`src/wake_timer_consts.vh`:
```
/*
 * Constants of the wake timer unit: register indices, field positions,
 * reset values and timing figures.
 * Assumes inclusion by plain Verilog-2005 files; the byte address of a
 * register is four times its index.
 */
`ifndef WAKE_TIMER_CONSTS_VH
`define WAKE_TIMER_CONSTS_VH

// register indices
`define IDX_INTERRUPT_MASK_LOW    10'h100
`define IDX_WAKE_EVENT_COUNTER    10'h103
`define IDX_WAKE_THRESHOLD_A      10'h104
`define IDX_WAKE_THRESHOLD_B      10'h105
`define IDX_WAKE_COMMAND          10'h30B
`define IDX_WAKE_CONFIG_UPPER     10'h30C
`define IDX_WAKE_CONFIG_LOWER     10'h30D
`define IDX_WAKE_PERIOD           10'h30E
`define IDX_WAKE_FLAG_CLEAR       10'h30F
`define IDX_WAKE_STATUS           10'h311
`define IDX_RC_CAL_RESULT_UPPER   10'h34F
`define IDX_RC_CAL_RESULT_LOWER   10'h350

// wake_config_lower fields
`define CFG_TIMEOUT_WAKE_ARM      0
`define CFG_RETENTION_RAM_POWER   3
`define CFG_SLEEP_CLOCK_SELECT    4
`define CFG_CRYSTAL_OSC_ENABLE    5
`define CFG_RC_OSC_ENABLE         6

// other fields
`define MASK_WAKE_COUNT_IRQ       0
`define FLAG_IRQ_CLEAR            0
`define FLAG_RC_CAL_TRIGGER       1
`define CMD_ENTER_SLEEP           0
`define CMD_LEAVE_OFF             1

// reset values
`define RST_WAKE_CONFIG_LOWER     8'h00
`define RST_WAKE_CONFIG_UPPER     8'h28
`define RST_INTERRUPT_MASK        8'h00
`define RST_WAKE_THRESHOLD        16'h0000
`define RST_WAKE_PERIOD           16'h0020

// timing
`define MCLK_PERIOD_NS            5
`define RC_FINE_CAL_TIME_NS       1500000

// bus answers
`define RESP_OKAY                 2'b00
`define RESP_SLVERR               2'b10

`endif

```
`src/rc_fine_cal.v`:
```
/*
 * Fine calibration engine of the internal RC sleep oscillator: counts
 * RC ticks inside a fixed window of mclk cycles.
 * Assumes rc_tick is a one-cycle pulse already synchronised to mclk.
 */
`timescale 1ns/1ps
`include "wake_timer_consts.vh"

module rc_fine_cal #(
   parameter CAL_CYCLES = `RC_FINE_CAL_TIME_NS / `MCLK_PERIOD_NS,
   parameter RES_WIDTH  = 16
) (
   // clock and reset
   input  wire                 mclk,
   input  wire                 rstn,
   // control
   input  wire                 start,
   input  wire                 rc_tick,
   // status and result
   output reg                  busy,
   output reg                  done,
   output reg [RES_WIDTH-1:0]  result
);

   reg [31:0]          window_reg;
   reg [RES_WIDTH-1:0] tick_cnt_reg;

   always @(posedge mclk) begin
      if (!rstn) begin
         busy         <= 1'b0;
         done         <= 1'b0;
         result       <= {RES_WIDTH{1'b0}};
         window_reg   <= 32'h00000000;
         tick_cnt_reg <= {RES_WIDTH{1'b0}};
      end else if (start) begin
         // a new start restarts the window, even mid-run
         busy         <= 1'b1;
         done         <= 1'b0;
         window_reg   <= 32'h00000000;
         tick_cnt_reg <= {RES_WIDTH{1'b0}};
      end else if (busy) begin
         if (rc_tick)
            tick_cnt_reg <= tick_cnt_reg + {{(RES_WIDTH-1){1'b0}}, 1'b1};
         if (window_reg == CAL_CYCLES - 1) begin
            busy   <= 1'b0;
            done   <= 1'b1;
            result <= rc_tick ? tick_cnt_reg + {{(RES_WIDTH-1){1'b0}}, 1'b1} : tick_cnt_reg;
         end else begin
            window_reg <= window_reg + 32'h00000001;
         end
      end
   end

endmodule // rc_fine_cal

```
`src/wake_timer_unit.v`:
```
/*
 * Wake timer unit: sleep clock source control, retention RAM power,
 * timed wake-ups counted against a 16-bit threshold with interrupt,
 * and RC oscillator fine calibration, behind an AXI4-Lite slave.
 * Assumes the two sleep oscillators arrive as asynchronous pins and
 * that mclk runs throughout.
 */
// Our own choice: the AXI4-Lite interface to the registers.
// Operation
// - config lower bit 4 picks RC oscillator when 1, crystal when 0
// - config lower bit 3 keeps retention RAM powered during sleep
// - config lower bit 0 arms wake-up on timer timeout
// - config lower bit 6 enables the RC oscillator
// - config lower bit 5 enables the crystal oscillator
// - while armed, sleep ends at the programmed interval
// - every wake-up increments the wake counter at 0x103
// - counter above threshold is cleared to zero
// - on that clear with mask bit set, raise line 3 and go off
// - fine calibration starts on every wake and on cold start
// - bus reads, writes and commands stay served during calibration
// - calibration progress and status readable at 0x311
// - calibration result readable at 0x34F high and 0x350 low
// - fine calibration completes within about 1.5 ms
`timescale 1ns/1ps
`include "wake_timer_consts.vh"

module wake_timer_unit #(
   parameter CAL_CYCLES = `RC_FINE_CAL_TIME_NS / `MCLK_PERIOD_NS
) (
   // clock and reset
   input  wire        mclk,
   input  wire        rstn,
   // axi4-lite write address
   input  wire [11:0] s_axi_awaddr,
   input  wire        s_axi_awvalid,
   output reg         s_axi_awready,
   // axi4-lite write data
   input  wire [31:0] s_axi_wdata,
   input  wire [3:0]  s_axi_wstrb,
   input  wire        s_axi_wvalid,
   output reg         s_axi_wready,
   // axi4-lite write response
   output reg  [1:0]  s_axi_bresp,
   output reg         s_axi_bvalid,
   input  wire        s_axi_bready,
   // axi4-lite read address
   input  wire [11:0] s_axi_araddr,
   input  wire        s_axi_arvalid,
   output reg         s_axi_arready,
   // axi4-lite read data
   output reg  [31:0] s_axi_rdata,
   output reg  [1:0]  s_axi_rresp,
   output reg         s_axi_rvalid,
   input  wire        s_axi_rready,
   // sleep oscillator pins
   input  wire        rc_osc_clk,
   input  wire        crystal_osc_clk,
   // power and oscillator controls
   output reg         rc_osc_enable,
   output reg         crystal_osc_enable,
   output reg         sleep_clock_select,
   output reg         retention_ram_power,
   output reg         sleep_state,
   output reg         off_state,
   // host interrupt
   output reg         general_interrupt_line_3
);

   localparam ST_ACTIVE = 3'b001;
   localparam ST_SLEEP  = 3'b010;
   localparam ST_OFF    = 3'b100;

   function mapped;
      input [9:0] idx;
      begin
         case (idx)
            `IDX_INTERRUPT_MASK_LOW, `IDX_WAKE_EVENT_COUNTER, `IDX_WAKE_THRESHOLD_A,
            `IDX_WAKE_THRESHOLD_B, `IDX_WAKE_COMMAND, `IDX_WAKE_CONFIG_UPPER,
            `IDX_WAKE_CONFIG_LOWER, `IDX_WAKE_PERIOD, `IDX_WAKE_FLAG_CLEAR,
            `IDX_WAKE_STATUS, `IDX_RC_CAL_RESULT_UPPER, `IDX_RC_CAL_RESULT_LOWER:
               mapped = 1'b1;
            default:
               mapped = 1'b0;
         endcase
      end
   endfunction

   // sleep oscillator synchronisers, index 0 rc, index 1 crystal
   wire [1:0] osc_pin = {crystal_osc_clk, rc_osc_clk};
   reg  [1:0] sync1_reg;
   reg  [1:0] sync2_reg;
   reg  [1:0] sync3_reg;
   reg  [1:0] osc_level_reg;
   reg  [1:0] osc_tick_reg;

   genvar g;
   generate
      for (g = 0; g < 2; g = g + 1) begin : g_osc
         always @(posedge mclk) begin
            if (!rstn) begin
               sync1_reg[g]     <= 1'b0;
               sync2_reg[g]     <= 1'b0;
               sync3_reg[g]     <= 1'b0;
               osc_level_reg[g] <= 1'b0;
               osc_tick_reg[g]  <= 1'b0;
            end else begin
               sync1_reg[g] <= osc_pin[g];
               sync2_reg[g] <= sync1_reg[g];
               sync3_reg[g] <= sync2_reg[g];
               // a level counts only once stages two and three agree
               if (sync2_reg[g] == sync3_reg[g])
                  osc_level_reg[g] <= sync3_reg[g];
               osc_tick_reg[g] <= (sync2_reg[g] == sync3_reg[g]) & sync3_reg[g] & ~osc_level_reg[g];
            end
         end
      end
   endgenerate

   // registers
   reg [7:0]  cfg_lower_reg;
   reg [7:0]  cfg_upper_reg;
   reg [7:0]  irq_mask_reg;
   reg [15:0] threshold_reg;
   reg [15:0] period_reg;
   reg [15:0] wake_count_reg;
   reg        cal_trigger_reg;
   reg        cold_start_reg;
   reg [2:0]  state_reg;
   reg [15:0] period_cnt_reg;

   // bus write side
   reg [9:0]  aw_idx_reg;
   reg        aw_held_reg;
   reg [31:0] w_data_reg;
   reg [3:0]  w_strb_reg;
   reg        w_held_reg;

   wire       wr_fire  = aw_held_reg & w_held_reg & ~s_axi_bvalid;
   wire       wr_lane0 = wr_fire & w_strb_reg[0];
   wire       wr_lane1 = wr_fire & w_strb_reg[1];

   always @(posedge mclk) begin
      if (!rstn) begin
         s_axi_awready <= 1'b0;
         s_axi_wready  <= 1'b0;
         s_axi_bvalid  <= 1'b0;
         s_axi_bresp   <= `RESP_OKAY;
         aw_held_reg   <= 1'b0;
         w_held_reg    <= 1'b0;
         aw_idx_reg    <= 10'h000;
         w_data_reg    <= 32'h00000000;
         w_strb_reg    <= 4'h0;
      end else begin
         s_axi_awready <= ~aw_held_reg & ~s_axi_awready & s_axi_awvalid;
         s_axi_wready  <= ~w_held_reg & ~s_axi_wready & s_axi_wvalid;
         if (s_axi_awvalid & s_axi_awready) begin
            aw_held_reg <= 1'b1;
            aw_idx_reg  <= s_axi_awaddr[11:2];
         end
         if (s_axi_wvalid & s_axi_wready) begin
            w_held_reg <= 1'b1;
            w_data_reg <= s_axi_wdata;
            w_strb_reg <= s_axi_wstrb;
         end
         if (wr_fire) begin
            aw_held_reg  <= 1'b0;
            w_held_reg   <= 1'b0;
            s_axi_bvalid <= 1'b1;
            s_axi_bresp  <= mapped(aw_idx_reg) ? `RESP_OKAY : `RESP_SLVERR;
         end else if (s_axi_bvalid & s_axi_bready) begin
            s_axi_bvalid <= 1'b0;
         end
      end
   end

   // calibration engine
   wire        cal_busy;
   wire        cal_done;
   wire [15:0] cal_result;
   wire        trig_write = wr_lane0 & (aw_idx_reg == `IDX_WAKE_FLAG_CLEAR);
   wire        trig_rise  = trig_write & w_data_reg[`FLAG_RC_CAL_TRIGGER] & ~cal_trigger_reg;
   wire        wake_now   = state_reg[1] & ((cfg_lower_reg[`CFG_TIMEOUT_WAKE_ARM] & (period_cnt_reg >= period_reg))
                            | (wr_lane0 & (aw_idx_reg == `IDX_WAKE_COMMAND) & w_data_reg[`CMD_LEAVE_OFF]));
   wire        timeout_hit = state_reg[1] & cfg_lower_reg[`CFG_TIMEOUT_WAKE_ARM] & (period_cnt_reg >= period_reg);
   // manual start only with the rc oscillator running
   wire        cal_start  = cold_start_reg | wake_now
                            | (trig_rise & cfg_lower_reg[`CFG_RC_OSC_ENABLE]);

   rc_fine_cal #(
      .CAL_CYCLES (CAL_CYCLES),
      .RES_WIDTH  (16)
   ) u_cal (
      .mclk    (mclk),
      .rstn    (rstn),
      .start   (cal_start),
      .rc_tick (osc_tick_reg[0] & cfg_lower_reg[`CFG_RC_OSC_ENABLE]),
      .busy    (cal_busy),
      .done    (cal_done),
      .result  (cal_result)
   );

   // selected sleep clock tick
   wire        sleep_tick = cfg_lower_reg[`CFG_SLEEP_CLOCK_SELECT] ?
                            (osc_tick_reg[0] & cfg_lower_reg[`CFG_RC_OSC_ENABLE]) :
                            (osc_tick_reg[1] & cfg_lower_reg[`CFG_CRYSTAL_OSC_ENABLE]);
   wire [15:0] count_inc   = wake_count_reg + 16'h0001;
   wire        over_thresh = count_inc > threshold_reg;
   wire        irq_clear   = trig_write & w_data_reg[`FLAG_IRQ_CLEAR];
   wire        irq_set     = wake_now & over_thresh & irq_mask_reg[`MASK_WAKE_COUNT_IRQ];
   reg  [2:0]  state_next;

   always @* begin
      state_next = state_reg;
      case (state_reg)
         ST_ACTIVE: begin
            if (wr_lane0 & (aw_idx_reg == `IDX_WAKE_COMMAND) & w_data_reg[`CMD_ENTER_SLEEP])
               state_next = ST_SLEEP;
         end
         ST_SLEEP: begin
            if (wake_now)
               state_next = irq_set ? ST_OFF : ST_ACTIVE;
         end
         ST_OFF: begin
            if (wr_lane0 & (aw_idx_reg == `IDX_WAKE_COMMAND) & w_data_reg[`CMD_LEAVE_OFF])
               state_next = ST_ACTIVE;
         end
         default:
            state_next = ST_ACTIVE;
      endcase
   end

   always @(posedge mclk) begin
      if (!rstn) begin
         cfg_lower_reg            <= `RST_WAKE_CONFIG_LOWER;
         cfg_upper_reg            <= `RST_WAKE_CONFIG_UPPER;
         irq_mask_reg             <= `RST_INTERRUPT_MASK;
         threshold_reg            <= `RST_WAKE_THRESHOLD;
         period_reg               <= `RST_WAKE_PERIOD;
         wake_count_reg           <= 16'h0000;
         cal_trigger_reg          <= 1'b0;
         cold_start_reg           <= 1'b1;
         state_reg                <= ST_ACTIVE;
         period_cnt_reg           <= 16'h0000;
         general_interrupt_line_3 <= 1'b0;
      end else begin
         cold_start_reg <= 1'b0;
         state_reg      <= state_next;
         // interval counts only while asleep and armed
         if (~state_reg[1] | wake_now)
            period_cnt_reg <= 16'h0000;
         else if (sleep_tick & cfg_lower_reg[`CFG_TIMEOUT_WAKE_ARM] & ~timeout_hit)
            period_cnt_reg <= period_cnt_reg + 16'h0001;
         if (wr_lane0) begin
            case (aw_idx_reg)
               `IDX_WAKE_CONFIG_LOWER:  cfg_lower_reg <= w_data_reg[7:0];
               `IDX_WAKE_CONFIG_UPPER:  cfg_upper_reg <= w_data_reg[7:0];
               `IDX_INTERRUPT_MASK_LOW: irq_mask_reg  <= w_data_reg[7:0];
               `IDX_WAKE_THRESHOLD_A:   threshold_reg[15:8] <= w_data_reg[7:0];
               `IDX_WAKE_THRESHOLD_B:   threshold_reg[7:0]  <= w_data_reg[7:0];
               `IDX_WAKE_FLAG_CLEAR:    cal_trigger_reg <= w_data_reg[`FLAG_RC_CAL_TRIGGER];
               default: ;
            endcase
         end
         if (wr_fire & (aw_idx_reg == `IDX_WAKE_PERIOD)) begin
            if (w_strb_reg[0])
               period_reg[7:0] <= w_data_reg[7:0];
            if (wr_lane1)
               period_reg[15:8] <= w_data_reg[15:8];
         end
         // a wake-up outranks a software write to the counter
         if (wake_now)
            wake_count_reg <= over_thresh ? 16'h0000 : count_inc;
         else if (wr_fire & (aw_idx_reg == `IDX_WAKE_EVENT_COUNTER)) begin
            if (w_strb_reg[0])
               wake_count_reg[7:0] <= w_data_reg[7:0];
            if (wr_lane1)
               wake_count_reg[15:8] <= w_data_reg[15:8];
         end
         // set wins over a clear in the same cycle
         if (irq_set)
            general_interrupt_line_3 <= 1'b1;
         else if (irq_clear)
            general_interrupt_line_3 <= 1'b0;
      end
   end

   // pin-facing controls, all registered
   always @(posedge mclk) begin
      if (!rstn) begin
         rc_osc_enable       <= 1'b0;
         crystal_osc_enable  <= 1'b0;
         sleep_clock_select  <= 1'b0;
         retention_ram_power <= 1'b1;
         sleep_state         <= 1'b0;
         off_state           <= 1'b0;
      end else begin
         rc_osc_enable       <= cfg_lower_reg[`CFG_RC_OSC_ENABLE];
         crystal_osc_enable  <= cfg_lower_reg[`CFG_CRYSTAL_OSC_ENABLE];
         sleep_clock_select  <= cfg_lower_reg[`CFG_SLEEP_CLOCK_SELECT];
         retention_ram_power <= ~state_next[1] | cfg_lower_reg[`CFG_RETENTION_RAM_POWER];
         sleep_state         <= state_next[1];
         off_state           <= state_next[2];
      end
   end

   // bus read side, independent of calibration activity
   reg [31:0] rd_mux;

   always @* begin
      rd_mux = 32'h00000000;
      case (s_axi_araddr[11:2])
         `IDX_INTERRUPT_MASK_LOW:  rd_mux[7:0]  = irq_mask_reg;
         `IDX_WAKE_EVENT_COUNTER:  rd_mux[15:0] = wake_count_reg;
         `IDX_WAKE_THRESHOLD_A:    rd_mux[7:0]  = threshold_reg[15:8];
         `IDX_WAKE_THRESHOLD_B:    rd_mux[7:0]  = threshold_reg[7:0];
         `IDX_WAKE_CONFIG_UPPER:   rd_mux[7:0]  = cfg_upper_reg;
         `IDX_WAKE_CONFIG_LOWER:   rd_mux[7:0]  = cfg_lower_reg;
         `IDX_WAKE_PERIOD:         rd_mux[15:0] = period_reg;
         `IDX_WAKE_FLAG_CLEAR:     rd_mux[7:0]  = {6'h00, cal_trigger_reg, 1'b0};
         `IDX_WAKE_STATUS:         rd_mux[7:0]  = {2'h0, general_interrupt_line_3, state_reg,
                                                    cal_done, cal_busy};
         `IDX_RC_CAL_RESULT_UPPER: rd_mux[7:0]  = cal_result[15:8];
         `IDX_RC_CAL_RESULT_LOWER: rd_mux[7:0]  = cal_result[7:0];
         default:                  rd_mux       = 32'h00000000;
      endcase
   end

   always @(posedge mclk) begin
      if (!rstn) begin
         s_axi_arready <= 1'b0;
         s_axi_rvalid  <= 1'b0;
         s_axi_rdata   <= 32'h00000000;
         s_axi_rresp   <= `RESP_OKAY;
      end else begin
         s_axi_arready <= ~s_axi_arready & ~s_axi_rvalid & s_axi_arvalid;
         if (s_axi_arvalid & s_axi_arready) begin
            s_axi_rvalid <= 1'b1;
            s_axi_rdata  <= rd_mux;
            s_axi_rresp  <= mapped(s_axi_araddr[11:2]) ? `RESP_OKAY : `RESP_SLVERR;
         end else if (s_axi_rvalid & s_axi_rready) begin
            s_axi_rvalid <= 1'b0;
         end
      end
   end

endmodule // wake_timer_unit

```
`config.mk`:
```
export PLATFORM = sky130hd
export DESIGN_NAME = wake_timer_unit
export DESIGN_NICKNAME = d
export VERILOG_FILES = /design/src/rc_fine_cal.v /design/src/wake_timer_unit.v
export VERILOG_INCLUDE_DIRS = /design/src
export SDC_FILE = /design/constraint.sdc
export NUM_CORES = 1
export LEC_CHECK = 0
export CORE_AREA = 8 8 148 150
export DETAILED_ROUTE_END_ITERATION = 12
export DIE_AREA = 0 0 156 158
export DONT_BUFFER_PORTS = 1
export GPL_TIMING_DRIVEN = 0
export PLACE_DENSITY_LB_ADDON = 0.1
export SLEW_MARGIN = 20
export SYNTH_ARGS = -nofsm -noshare
export SYNTH_HDL_FRONTEND = slang
export SYNTH_SLANG_ARGS = --single-unit
export TNS_END_PERCENT = 1
```
`constraint.sdc`:
```
create_clock -name mclk -period 3.2 [get_ports mclk]
set_input_delay 0.16 -clock mclk [delete_from_list [all_inputs] [get_ports mclk]]
set_output_delay 0.16 -clock mclk [all_outputs]
set_load 0.1 [all_outputs]
```
==> results of run 1 <==
==> layout by cell type, fill, tap and decap left out, types with 38 or more instances in the layout <==
cell and count:
a21oi_1 77, clkbuf_1 69, dfxtp_1 217, ha_1 38, inv_1 65, mux2i_1 70
nand2_1 172, nand3_1 50, nor2_1 147, nor3_1 44, xnor2_1 43
==> area by class of cell <==
cell class              count  area (um2)
plain buffers             100       466.7
inverters                  66       247.7
fillers                  1691        6519
flip-flops and latches    227        4557
repair buffers             39       385.4
well taps                 270       337.8
clock inverters            12       166.4
multi-input cells        1008        6359
clock buffers              33       675.6
==> through the flow <==
step / area (um2) / instances / setup WS, ns / power (W) / setup TNS [ns]
after floorplan: 11570 / 1401 / 0.2701 / 0.003231 / 0
after global placement: 11910 / 1671 / -0.4219 / 0.003297 / -5.182
after detailed placement: 11930 / 1671 / -0.4312 / 0.003299 / -7.492
after CTS: 13160 / 1754 / -0.1075 / 0.006274 / -0.6855
after global routing: 13200 / 1755 / -0.1305 / 0.006422 / -0.8784
final: 13200 / 1755 / 0.03431 / 0.006253 / 0
==> cell families (layout without fill, tap and decap cells) <==
kind of cell | count (synthesis) | after routing
fa+ha+maj | 38 | 38
flops | 227 | 227
xor+xnor | 72 | 72
mux | 79 | 79
buf+inv | 166 | 250
simple gates | 573 | 573
other cells | 1 | 18
compound gates | 228 | 228
==> worst max-delay path, stage by stage (launching register included) <==
cell and delay [ns]:
dfxtp_2 0.42, nand4_1 0.22, nor3_2 0.27, and4_1 0.26, xnor2_1 0.16, inv_1 0.09
ha_1 0.31, nand4_1 0.16, nor3_1 0.24, o31a_1 0.38, o21ai_1 0.23, o32ai_1 0.32
==> repair_timing <==
item	4_1_cts	5_1_grt
buffers inserted	1	1
resized for setup	5	17
hold buffers	37	0
hold endpoints to repair	36	0
pin swaps	0	4
setup endpoints to repair	66	69
==> report_power, final <==
part	internal [W]	switching (W)	total [W]	leakage, nW
Clock	0.00181	0.00116	0.00297	0.414
Sequential	0.00285	0.0000821	0.00293	1.84
Combinational	0.0000935	0.000254	0.000348	2.57
Total	0.00475	0.00150	0.00625	4.82
==> layer usage <==
| layer | routed length, um | part of all wire [%] | vias up |
|---|---|---|---|
| met5 | 0 | 0 | - |
| met4 | 1245 | 3.7 | 0 |
| met3 | 2939 | 8.7 | 75 |
| met2 | 15350 | 45 | 442 |
| met1 | 14340 | 42 | 4879 |
| li1 | - | - | 5039 |
==> how the worst max path moves through the flow <==
stage,start,end,cells after the start
detailed placement,wake_count_reg[3]$_SDFFE_PN0P_,state_reg[2]$_SDFF_PN0_,12
finish,wake_count_reg[3]$_SDFFE_PN0P_,state_reg[2]$_SDFF_PN0_,11
global route,wake_count_reg[3]$_SDFFE_PN0P_,wake_count_reg[7]$_SDFFE_PN0P_,12
floorplan,wake_count_reg[3]$_SDFFE_PN0P_,wake_count_reg[7]$_SDFFE_PN0P_,12
global placement,wake_count_reg[3]$_SDFFE_PN0P_,state_reg[2]$_SDFF_PN0_,12
CTS,wake_count_reg[4]$_SDFFE_PN0P_,wake_count_reg[7]$_SDFFE_PN0P_,12
==> metrics list, run 1 <==
- Yosys warns: 0
- The register with the most flip-flops in the layout has 32 of them.
* Detailed Routing Iterations Pass 1: 6
* Proportion of synthesized area in mux cells: a little over 7%
- Vias in the first global route: just under 10000
- H-tree level count: 1
- Post-synthesis instance total: roughly 1400
- The net count of the finished layout is between 1500 and 2000.
* Compound-gate portion of the synthesized area: between 10% and 20%
- Summed over all instances, the cell type with the most area after synthesis is dfxtp_1.
- Met3 GRT Util: ~6.4%
- Xor-xnor portion of the synthesized cell area: about 5.5%
- Summing the areas of all fa, ha and maj instances in the mapped netlist gives between 4 and 5% of the synthesized area.
- Routability-driven placement finished with a final weighted congestion of 0.9883.
* Ratio of final minimum period to clock period: ~99%
- Actual slew at the worst max-slew pin: ~1.2 ns
- Synth-to-layout area growth: 14.63%
* Most frequently used cell type in the post-synthesis netlist: dfxtp_1
- Setup repair after global routing could not meet its margin everywhere.
* Maximum frequency from static timing analysis: 315.9 MHz
- DP HPWL: about 25000 um
- Number of max-slew violations in the final report: 0
- Global routing's busiest layer: met2
- For hold timing, the worst endpoint is w_strb_reg[0]$_SDFFE_PN0P_.
- Sequential cell area fraction in the yosys report: between 30% and 40%
- Met1 Use GR: between 30% and 40%
- Register bit total from synthesis: ~230
- HP Class: input pin to flip-flop
- Final setup viols: 0
- In this run, CTS created clock tree buffers numbering 25.
- Root Driver: clkbuf_16
* DRC marker count from the first detailed-route iteration: around 900
- Cells with a size suffix above 1 make up 7.138% of the layout.
- Summing over every cut layer, the via total after detailed routing is around 10000.
- Clock tree from TritonCTS: done
- Routed wire length: roughly 34000 um
* Post-synthesis async set-or-reset flop share: 0%
- The number of cells on the worst reg-to-reg path is 11.
* Highest ir drop seen on vdd: ~0.00043 V
- Maximum capacitance violations: 0
- By count the netlist is led by dfxtp_1, nand2_1, nor2_1.
- The initial antenna violation count was 1.
- Worst setup slack for register-to-register paths: 0.03 ns
* Shortest period the worst path allows: around 3.2 ns
- Worst path required time: 3.62 ns
- For this run the aggregate overflow at the end of global routing stands at 0.
- For this run, design rule violations remaining after detail routing come to 0.
* Hold Path Stages: 3
- The floorplan has 52 rows.
- Reg-to-reg endpoint: state_reg[2]$_SDFF_PN0_
- Worst Setup Path Type: flip-flop to flip-flop
- STA classifies the critical path startpoint as a flip-flop.
- For this run, the leading register cell type out of synthesis is dfxtp_1.
- For the worst setup path, the data arrival time is ~3.6 ns.
- Endpoint type of the worst setup path: flip-flop
* Port buffer count: 0
- The flow ran to the end, and the final reports show no timing, DRC or antenna violations.
* Count of final hold-check violations: 0
- Leading post-synthesis cells by cell area: dfxtp_1, mux2i_1, nand2_1
- In this run the standard cell core region covers just under 0.02 mm2.
- The later pin in the worst-skew pair is clocked with a latency of between 0.5 and 0.6 ns.
* Total standard cell area after synthesis: ~0.012 mm2
- The clock passes through at most 3 buffers.
- Global-route wire length before repair: ~54000 um
- Hold is met by 0.03225 ns.
- Num ports: between 100 and 150
- Clock net sink count: approximately 230
* Core Util, Final: about 67%
- The analysis attributes to cell leakage a power of around 4.8 nW.
* Die Width: between 150 and 200 um
- Total die area: roughly 0.025 mm2
* Post-synthesis area per instance: just over 8 um2
- Biggest fanout along the worst timing path: 8
- Clk pin slew, worst setup/hold paths: approximately 0.06 ns
* Met2 usage in global routing: between 40 and 50%
* Via/cell ratio: 5.946
* Die boundary height: around 160 um
* Count of flip-flops with a built-in enable after synthesis: 0
- Entering global routing, the biggest net connects 14 pins.
- WL per Instance: about 19 um
- In this run the critical register-to-register path is launched from wake_count_reg[3]$_SDFFE_PN0P_.
- Yosys top cell area share: 39.48%
* Simple-gate portion of the synthesized area: 24.28%
- For the final database, setup skew stands at 0.01090 ns.
- Post-route antenna net violation count: 0
* Number of library cell types mapped by synthesis: slightly above 70
- The number of antenna diodes in the final layout is 0.
- In this run the most critical hold path is launched from s_axi_wvalid.
- Initial core utilization: roughly three fifths
* Largest family of logic cells by synthesized area: simple AND/OR/NAND/NOR gates
- Relative slew slack: 17.30%
- Pwr/cell area: between 400 and 500 mW/mm2
- Global routing consumed, over all layers together, roughly 27% of the routing resources.
No activity file was read; power rests on OpenSTA's default activity.
==> run 2: changes to the inputs <==
--- a/config.mk
+++ b/config.mk
@@ -6,12 +6,13 @@
 export SDC_FILE = /design/constraint.sdc
 export NUM_CORES = 1
 export LEC_CHECK = 0
-export CORE_AREA = 8 8 148 150
+export CAP_MARGIN = 20
+export CORE_AREA = 8 8 224 226
 export DETAILED_ROUTE_END_ITERATION = 12
-export DIE_AREA = 0 0 156 158
+export DIE_AREA = 0 0 232 234
 export DONT_BUFFER_PORTS = 1
 export GPL_TIMING_DRIVEN = 0
-export PLACE_DENSITY_LB_ADDON = 0.1
+export PLACE_DENSITY = 0.49
 export SLEW_MARGIN = 20
 export SYNTH_ARGS = -nofsm -noshare
 export SYNTH_HDL_FRONTEND = slang
==> metrics list, run 2 (synthesis results as in run 1) <==
- The run finished, with violations left.
- Failing checks: negative setup slack
- Die Width: between 200 and 250 um
* H-tree level count: 1
- The count of nets left with antenna violations once routing finished came out at 0.
- After clock tree synthesis, the clock-pin slew on the worst setup and hold paths is ~0.060 ns.
* Startpoint kind of the worst setup timing path: flip-flop
- The die covers 0.05429 mm2.
- Setup repair after global routing could not meet its margin everywhere.
* Highest ir drop seen on vdd: around 0.00042 V
* Commonest non-fill, non-tap cells in the layout: dfxtp_1, nand2_1, nor2_1
- The clock arrives with around 0.027 ns of skew.
* Global-route wire length before repair: slightly below 60000 um
* Cell total after placement: between 2000 and 2500
- Relative slew slack: roughly a quarter
- HP Class: input pin to flip-flop
- At the end of routability-driven placement, the weighted congestion stood at just over 0.9.
- Measured along the y axis, the die boundary spans ~230 um.
- For the worst setup path, the data arrival time is between 3 and 4 ns.
* Endpoint type of the worst setup path: flip-flop
- Number of max-slew violations in the final report: 0
* Antenna violations before repair: 2
- For this block, the via count after detailed routing is 10370.
- The final layout contains around 1600 nets.
- Once the floorplan was initialized, standard cells occupied 24.57% of the core.
* Number of flip-flops in the largest register: 32
* Min Hold Slack: between 0.015 and 0.02 ns
- During I/O placement, the number of pins put on the boundary was ~120.
- In this run switching power makes up 24.21% of total power.
* Comb power frac: 5.3%
* Synth-to-layout area growth: 20.79%
- Worst Setup Path Type: flip-flop to flip-flop
* Clock net sink count: about 230
- Int Pwr: between 0.005 and 0.006 W
- Final cell count without fillers: 2109
* Detailed Routing Iterations Pass 1: 5
* Ant diodes: 0
- DR DRC count: 0
* DP HPWL: around 29000 um
- Routed wire length: between 30000 and 40000 um
- Largest net degree at the start of global routing: 14
* Ratio of final minimum period to clock period: 100.0%
- Along the worst hold path, the cell count comes to 3.
- Maximum capacitance violations: 0
* Leakage power figure: just under 5 nW
- WL per Instance: approximately 18 um
- Once layout is done, the placed cells without fillers occupy 0.01390 mm2.
- Placed inst area: roughly 0.012 mm2
* Core Util, Final: 29.68%
* Maximum frequency from static timing analysis: between 300 and 400 MHz
- At the pin with the least slew margin, the transition time is about 1.1 ns.
- Final setup viols: 1
- For the worst-skew pair, the clock arrives at the later sink with an insertion delay of approximately 0.56 ns.
- Global-route usage over all layers: 13.84%
- The total area inside the core boundary comes to between 0.04 and 0.05 mm2.
* Net Sw Power: approximately 0.0016 W
- For the worst setup path, the data required time is ~3.7 ns.
- Leaving out fill and tap cells, the most frequent cell in the layout is dfxtp_1.
* Share of cells above drive strength 1: approximately 9.0%
- In this run, CTS created clock tree buffers numbering 27.
- The worst path in the final design needs a cycle of approximately 3.2 ns, including I/O delays and setup.
- In this run, the number of DRC markers left after iteration 0 of detailed routing was 791.
- Summing internal, switching and leakage power gives roughly 0.0068 W.
- Vias in the first global route: between 9000 and 10000
- Via/cell ratio: between 4 and 5
- For this run the aggregate overflow at the end of global routing stands at 0.
* Biggest fanout along the worst timing path: 7
- Root Driver: clkbuf_16
- Clock share of power: 51.4%
* Placement row count: 80
- Counting along the longest clock path gives a buffer depth of 3.
- The total count of hold-check failures in the final report came to 0.
- Once routing completed, OpenROAD measured the worst setup slack at -0.001217 ns.
- Worst-case reg-to-reg path depth: 13
* Pwr/cell area: just under 500 mW/mm2
* Sequential share of power: a little over two fifths
* Port buffer count: 0
- For flop-to-flop paths, the worst setup slack is -0.001 ns.
- Clock tree from TritonCTS: done
run 2: cell types whose count changed in the layout (fill, tap and decap cells not counted), moves of 2 or more:
cell       change
clkbuf_1       -5
dfxtp_4        +4
buf_4          +3
bufinv_16      +3
clkbuf_2       +3
dfxtp_1        -3
xnor2_1        -3
xnor2_2        +3
and4_1         -2
and4_4         +2
clkbuf_16      +2
xor2_1         -2
xor2_2         +2
run 2: worst max-delay path, cell delays in order, from the launching register on:
cell and delay [ns]:
dfxtp_4 0.39, nand4_1 0.11, buf_4 0.17, nor3_4 0.19, and4_4 0.27, xnor2_2 0.13, inv_1 0.06, ha_1 0.29
nand4_1 0.17, nor4_2 0.35, nor3_1 0.09, o31a_1 0.22, or4b_1 0.52, a21oi_1 0.15
run 2: cell type report:
type                            count  area [um2]
Tap cell                          615       769.5
Fill cell                        5030       32940
Sequential cell                   227        4571
Clock buffer                       33       728.2
Timing Repair Buffer               44       422.9
Inverter                           66       247.7
Clock inverter                     16       264.0
Buffer                            100       471.7
Multi-Input combinational cell   1008        6430
run 2: repair_timing:
action	in CTS	in global routing
buffers inserted	2	3
pin swaps	2	3
setup endpoints to repair	67	59
endpoints found under the hold margin	37	0
resized for setup	17	27
hold buffers	38	0
run 2: power by group through the flow:
stage	registers, W	clock network (W)	logic, W
after CTS	0.00294	0.00355	0.000353
final	0.00293	0.00347	0.000356
after detailed placement	0.00300	0	0.000315
after global placement	0.00300	0	0.000312
after global routing	0.00293	0.00368	0.000379
after floorplan	0.00299	0	0.000241
run 2: per-layer routing:
layer | track usage (%) | vias to the layer above | wire [um]
li1 | - | 5043 | -
met1 | 17.93 | 4965 | 17190
met2 | 22.24 | 286 | 17270
met3 | 3.556 | 76 | 2641
met4 | 4.545 | 4 | 1377
met5 | 0 | - | 27
run 2: through the flow:
stage	setup TNS (ns)	worst slack, ns
global route	-0.9019	-0.1377
detailed placement	-14.26	-0.5570
finish	-0.001217	-0.001217
floorplan	0	0.2701
global placement	-15.54	-0.5837
CTS	0	0.01363
run 2: path summary, 6_finish.rpt:
| kind | from | end |
|---|---|---|
| setup reg to reg | wake_count_reg[6]$_SDFFE_PN0P_ | wake_count_reg[7]$_SDFFE_PN0P_ |
| setup / recovery | wake_count_reg[6]$_SDFFE_PN0P_ | wake_count_reg[7]$_SDFFE_PN0P_ |
| hold reg to reg | osc_level_reg[1]$_SDFFE_PN0N_ | osc_tick_reg[1]$_SDFF_PN0_ |
| hold / removal | s_axi_wvalid | w_strb_reg[0]$_SDFFE_PN0P_ |
==> run 3: changes to the inputs <==
--- a/config.mk
+++ b/config.mk
@@ -7,12 +7,13 @@
 export NUM_CORES = 1
 export LEC_CHECK = 0
 export CAP_MARGIN = 20
-export CORE_AREA = 8 8 224 226
+export CORE_AREA = 8 8 175 210
 export DETAILED_ROUTE_END_ITERATION = 12
-export DIE_AREA = 0 0 232 234
+export DIE_AREA = 0 0 183 218
 export DONT_BUFFER_PORTS = 1
 export GPL_TIMING_DRIVEN = 0
-export PLACE_DENSITY = 0.49
+export MAX_ROUTING_LAYER = met4
+export PLACE_DENSITY = 0.6
 export SLEW_MARGIN = 20
 export SYNTH_ARGS = -nofsm -noshare
 export SYNTH_HDL_FRONTEND = slang
==> metrics list, run 3 (synthesis results as in run 1) <==
- Outcome: complete, but fails checks
- After detailed routing, the number of vias per cell comes to approximately 5.3.
- In this run the horizontal extent of the chip is 183 um.
- Root Driver: clkbuf_16
- The checks that failed: negative setup slack.
- Counting I/O delays and the setup requirement, the final critical path takes approximately 3.2 ns.
- Dividing the detail-routed wire length by the instance count gives 18.61 um.
* Die boundary height: around 220 um
* Worst setup slack after layout: -0.001681 ns
- Met3 GRT Util: about 2.9%
- Maximum capacitance violations: 0
- Setup violations remaining at the end of the flow were counted as 1.
- After detailed routing, the total wire length is between 30000 and 40000 um.
* Gpl congestion: just under 1
- The number of global-route vias before repair came to just over 10000.
- Number of buffers added by the clock tree synthesis step: 26
- Worst Setup Path Type: flip-flop to flip-flop
- Fill cell instance count of the final layout: approximately 3400
- Clock buffer depth: 3
- In this run the count of I/O pins placed on the die edge is 117.
* Port buffer count: 0
- Across the VDD grid, the largest voltage drop is 0.0004495 V.
- Clock insertion delay at the later pin of the skew report: between 0.5 and 0.6 ns
* Synth-to-layout area growth: 18.85%
- Clock net sink count: between 200 and 250
- Met2 usage in global routing: 32.72%
- STA classifies the critical path endpoint as a flip-flop.
- At the worst endpoint, the arrival time is approximately 3.7 ns.
- Placeable Area: ~0.034 mm2
- Relative slew slack: 24.72%
- For this run, the share of the core covered by cells in the final layout is 40.82%.
* Worst path required time: between 3 and 4 ns
* Largest net degree at the start of global routing: 13
- Leakage power figure: approximately 5 nW
* Pwr/cell area: around 470 mW/mm2
- Total area of multi-input combinational cells: between 0.006 and 0.007 mm2
* Fin nets: approximately 1600
- Clock tree from TritonCTS: done
- Commonest non-fill, non-tap cells in the layout: dfxtp_1, nand2_1, nor2_1
- Clk_skew: approximately 0.015 ns
* Global routing's busiest layer: met2
- Placement row count: 74
* Met1 Use GR: 20.27%
- Startpoint kind of the worst setup timing path: flip-flop
- Biggest fanout along the worst timing path: 5
* Cell total after placement: roughly 1900
- Final cell count without fillers: 1954
* Total die area: approximately 0.040 mm2
* DRC marker count from the first detailed-route iteration: 640
- After detailed routing, the number of remaining DRC violations is 0.
- Clk pin slew, worst setup/hold paths: ~0.06 ns
* HP Class: input pin to flip-flop
* H-tree level count: 1
- The number of max-slew violations in the final report came to 0.
- The detail route stage leaves a number of antenna-violating nets equal to 0.
* Unrepaired setup endpoints after global routing: yes
- Leaving out fill and tap cells, the most frequent cell in the layout is dfxtp_1.
* Detailed Routing Iterations Pass 1: 5
- Summed over all failing endpoints, the final setup total negative slack is -0.001681 ns.
* Ratio of final minimum period to clock period: 100.1%
- DP HPWL: 27230 um
- Share of cells above drive strength 1: under 10%
- The initial utilization of the core area, before any placement, comes to 34.34%.
* Maximum frequency from static timing analysis: approximately 310 MHz
- Min Hold Slack: 0.03509 ns
* Post-layout total power: ~0.0064 W
- The total count of hold-check failures in the final report came to 0.
- Overflow left after global routing: 0
- Overall via count from detail_route: 10340
* Global-route usage over all layers: a little under a fifth
- The initial antenna violation count is 1.
- The first global-routing pass estimated roughly 57000 um of wire.
- Register cell area after layout: between 0.004 and 0.005 mm2
- Actual slew at the worst max-slew pin: roughly 1.1 ns
* Number of flip-flops in the largest register: 32
run 3: cell count changes in the layout (fill, tap and decap cells not counted), sizes merged:
cell | before | now
diode | 0 | 1
clkinv | 8 | 5
bufinv | 7 | 2
inv | 66 | 65
clkbuf | 99 | 106
buf | 40 | 47
dlygate4sd3 | 38 | 36
run 3: area by class of cell:
cell class	count	share of cell area, %
Antenna cell	1	0.01829
Buffer	100	3.402
Clock buffer	41	6.055
Clock inverter	7	0.6402
Inverter	66	1.811
Multi-Input combinational cell	1008	47.18
Sequential cell	227	33.40
Tap cell	456	4.170
Timing Repair Buffer	48	3.320
run 3: critical path: stages, from the launching register on:
cell and delay (ns):
dfxtp_4 0.36, nand4_1 0.12, buf_6 0.15, nor3_4 0.24, and4_4 0.27, xnor2_2 0.13, inv_1 0.10, ha_4 0.28
nand4_1 0.21, nor4_4 0.33, nor3_2 0.09, o31a_1 0.18, or4b_4 0.54, a21oi_2 0.12
run 3: through the flow:
stage | cell area [um2] | setup slack (ns)
floorplan | 11570 | 0.2701
global placement | 12150 | -0.4729
detailed placement | 12170 | -0.4838
CTS | 13490 | -0.005131
global route | 13680 | -0.1168
finish | 13680 | -0.001681
run 3: where the power goes:
part | switching [W] | internal (W) | leakage [nW]
Sequential | 0.0000828 | 0.00285 | 1.84
Combinational | 0.000260 | 0.0000932 | 2.65
Clock | 0.00121 | 0.00193 | 0.453
Total | 0.00155 | 0.00487 | 4.94
run 3: final timing paths:
path                             startpoint                             end  slack [ns]  cells past startpoint
max          wake_count_reg[5]$_SDFFE_PN0P_  wake_count_reg[7]$_SDFFE_PN0P_      -0.002                     13
min                            s_axi_wvalid      w_strb_reg[0]$_SDFFE_PN0P_        0.04                      3
max reg2reg  wake_count_reg[5]$_SDFFE_PN0P_  wake_count_reg[7]$_SDFFE_PN0P_      -0.002                     13
min reg2reg   osc_level_reg[0]$_SDFFE_PN0N_      osc_tick_reg[0]$_SDFF_PN0_        0.41                      1
run 3: routing by layer:
| metal | vias up | routed length [um] |
|---|---|---|
| met5 | - | 0 |
| met4 | 0 | 1562 |
| met3 | 98 | 1987 |
| met2 | 301 | 18420 |
| met1 | 4883 | 14380 |
| li1 | 5053 | - |
run 3: timing repair:
item / in CTS / in global routing
resized for setup: 11 / 28
endpoints found under the hold margin: 36 / 0
pin swaps: 2 / 11
hold buffers: 36 / 0
endpoints found under the setup margin: 85 / 20
buffers inserted: 1 / 11
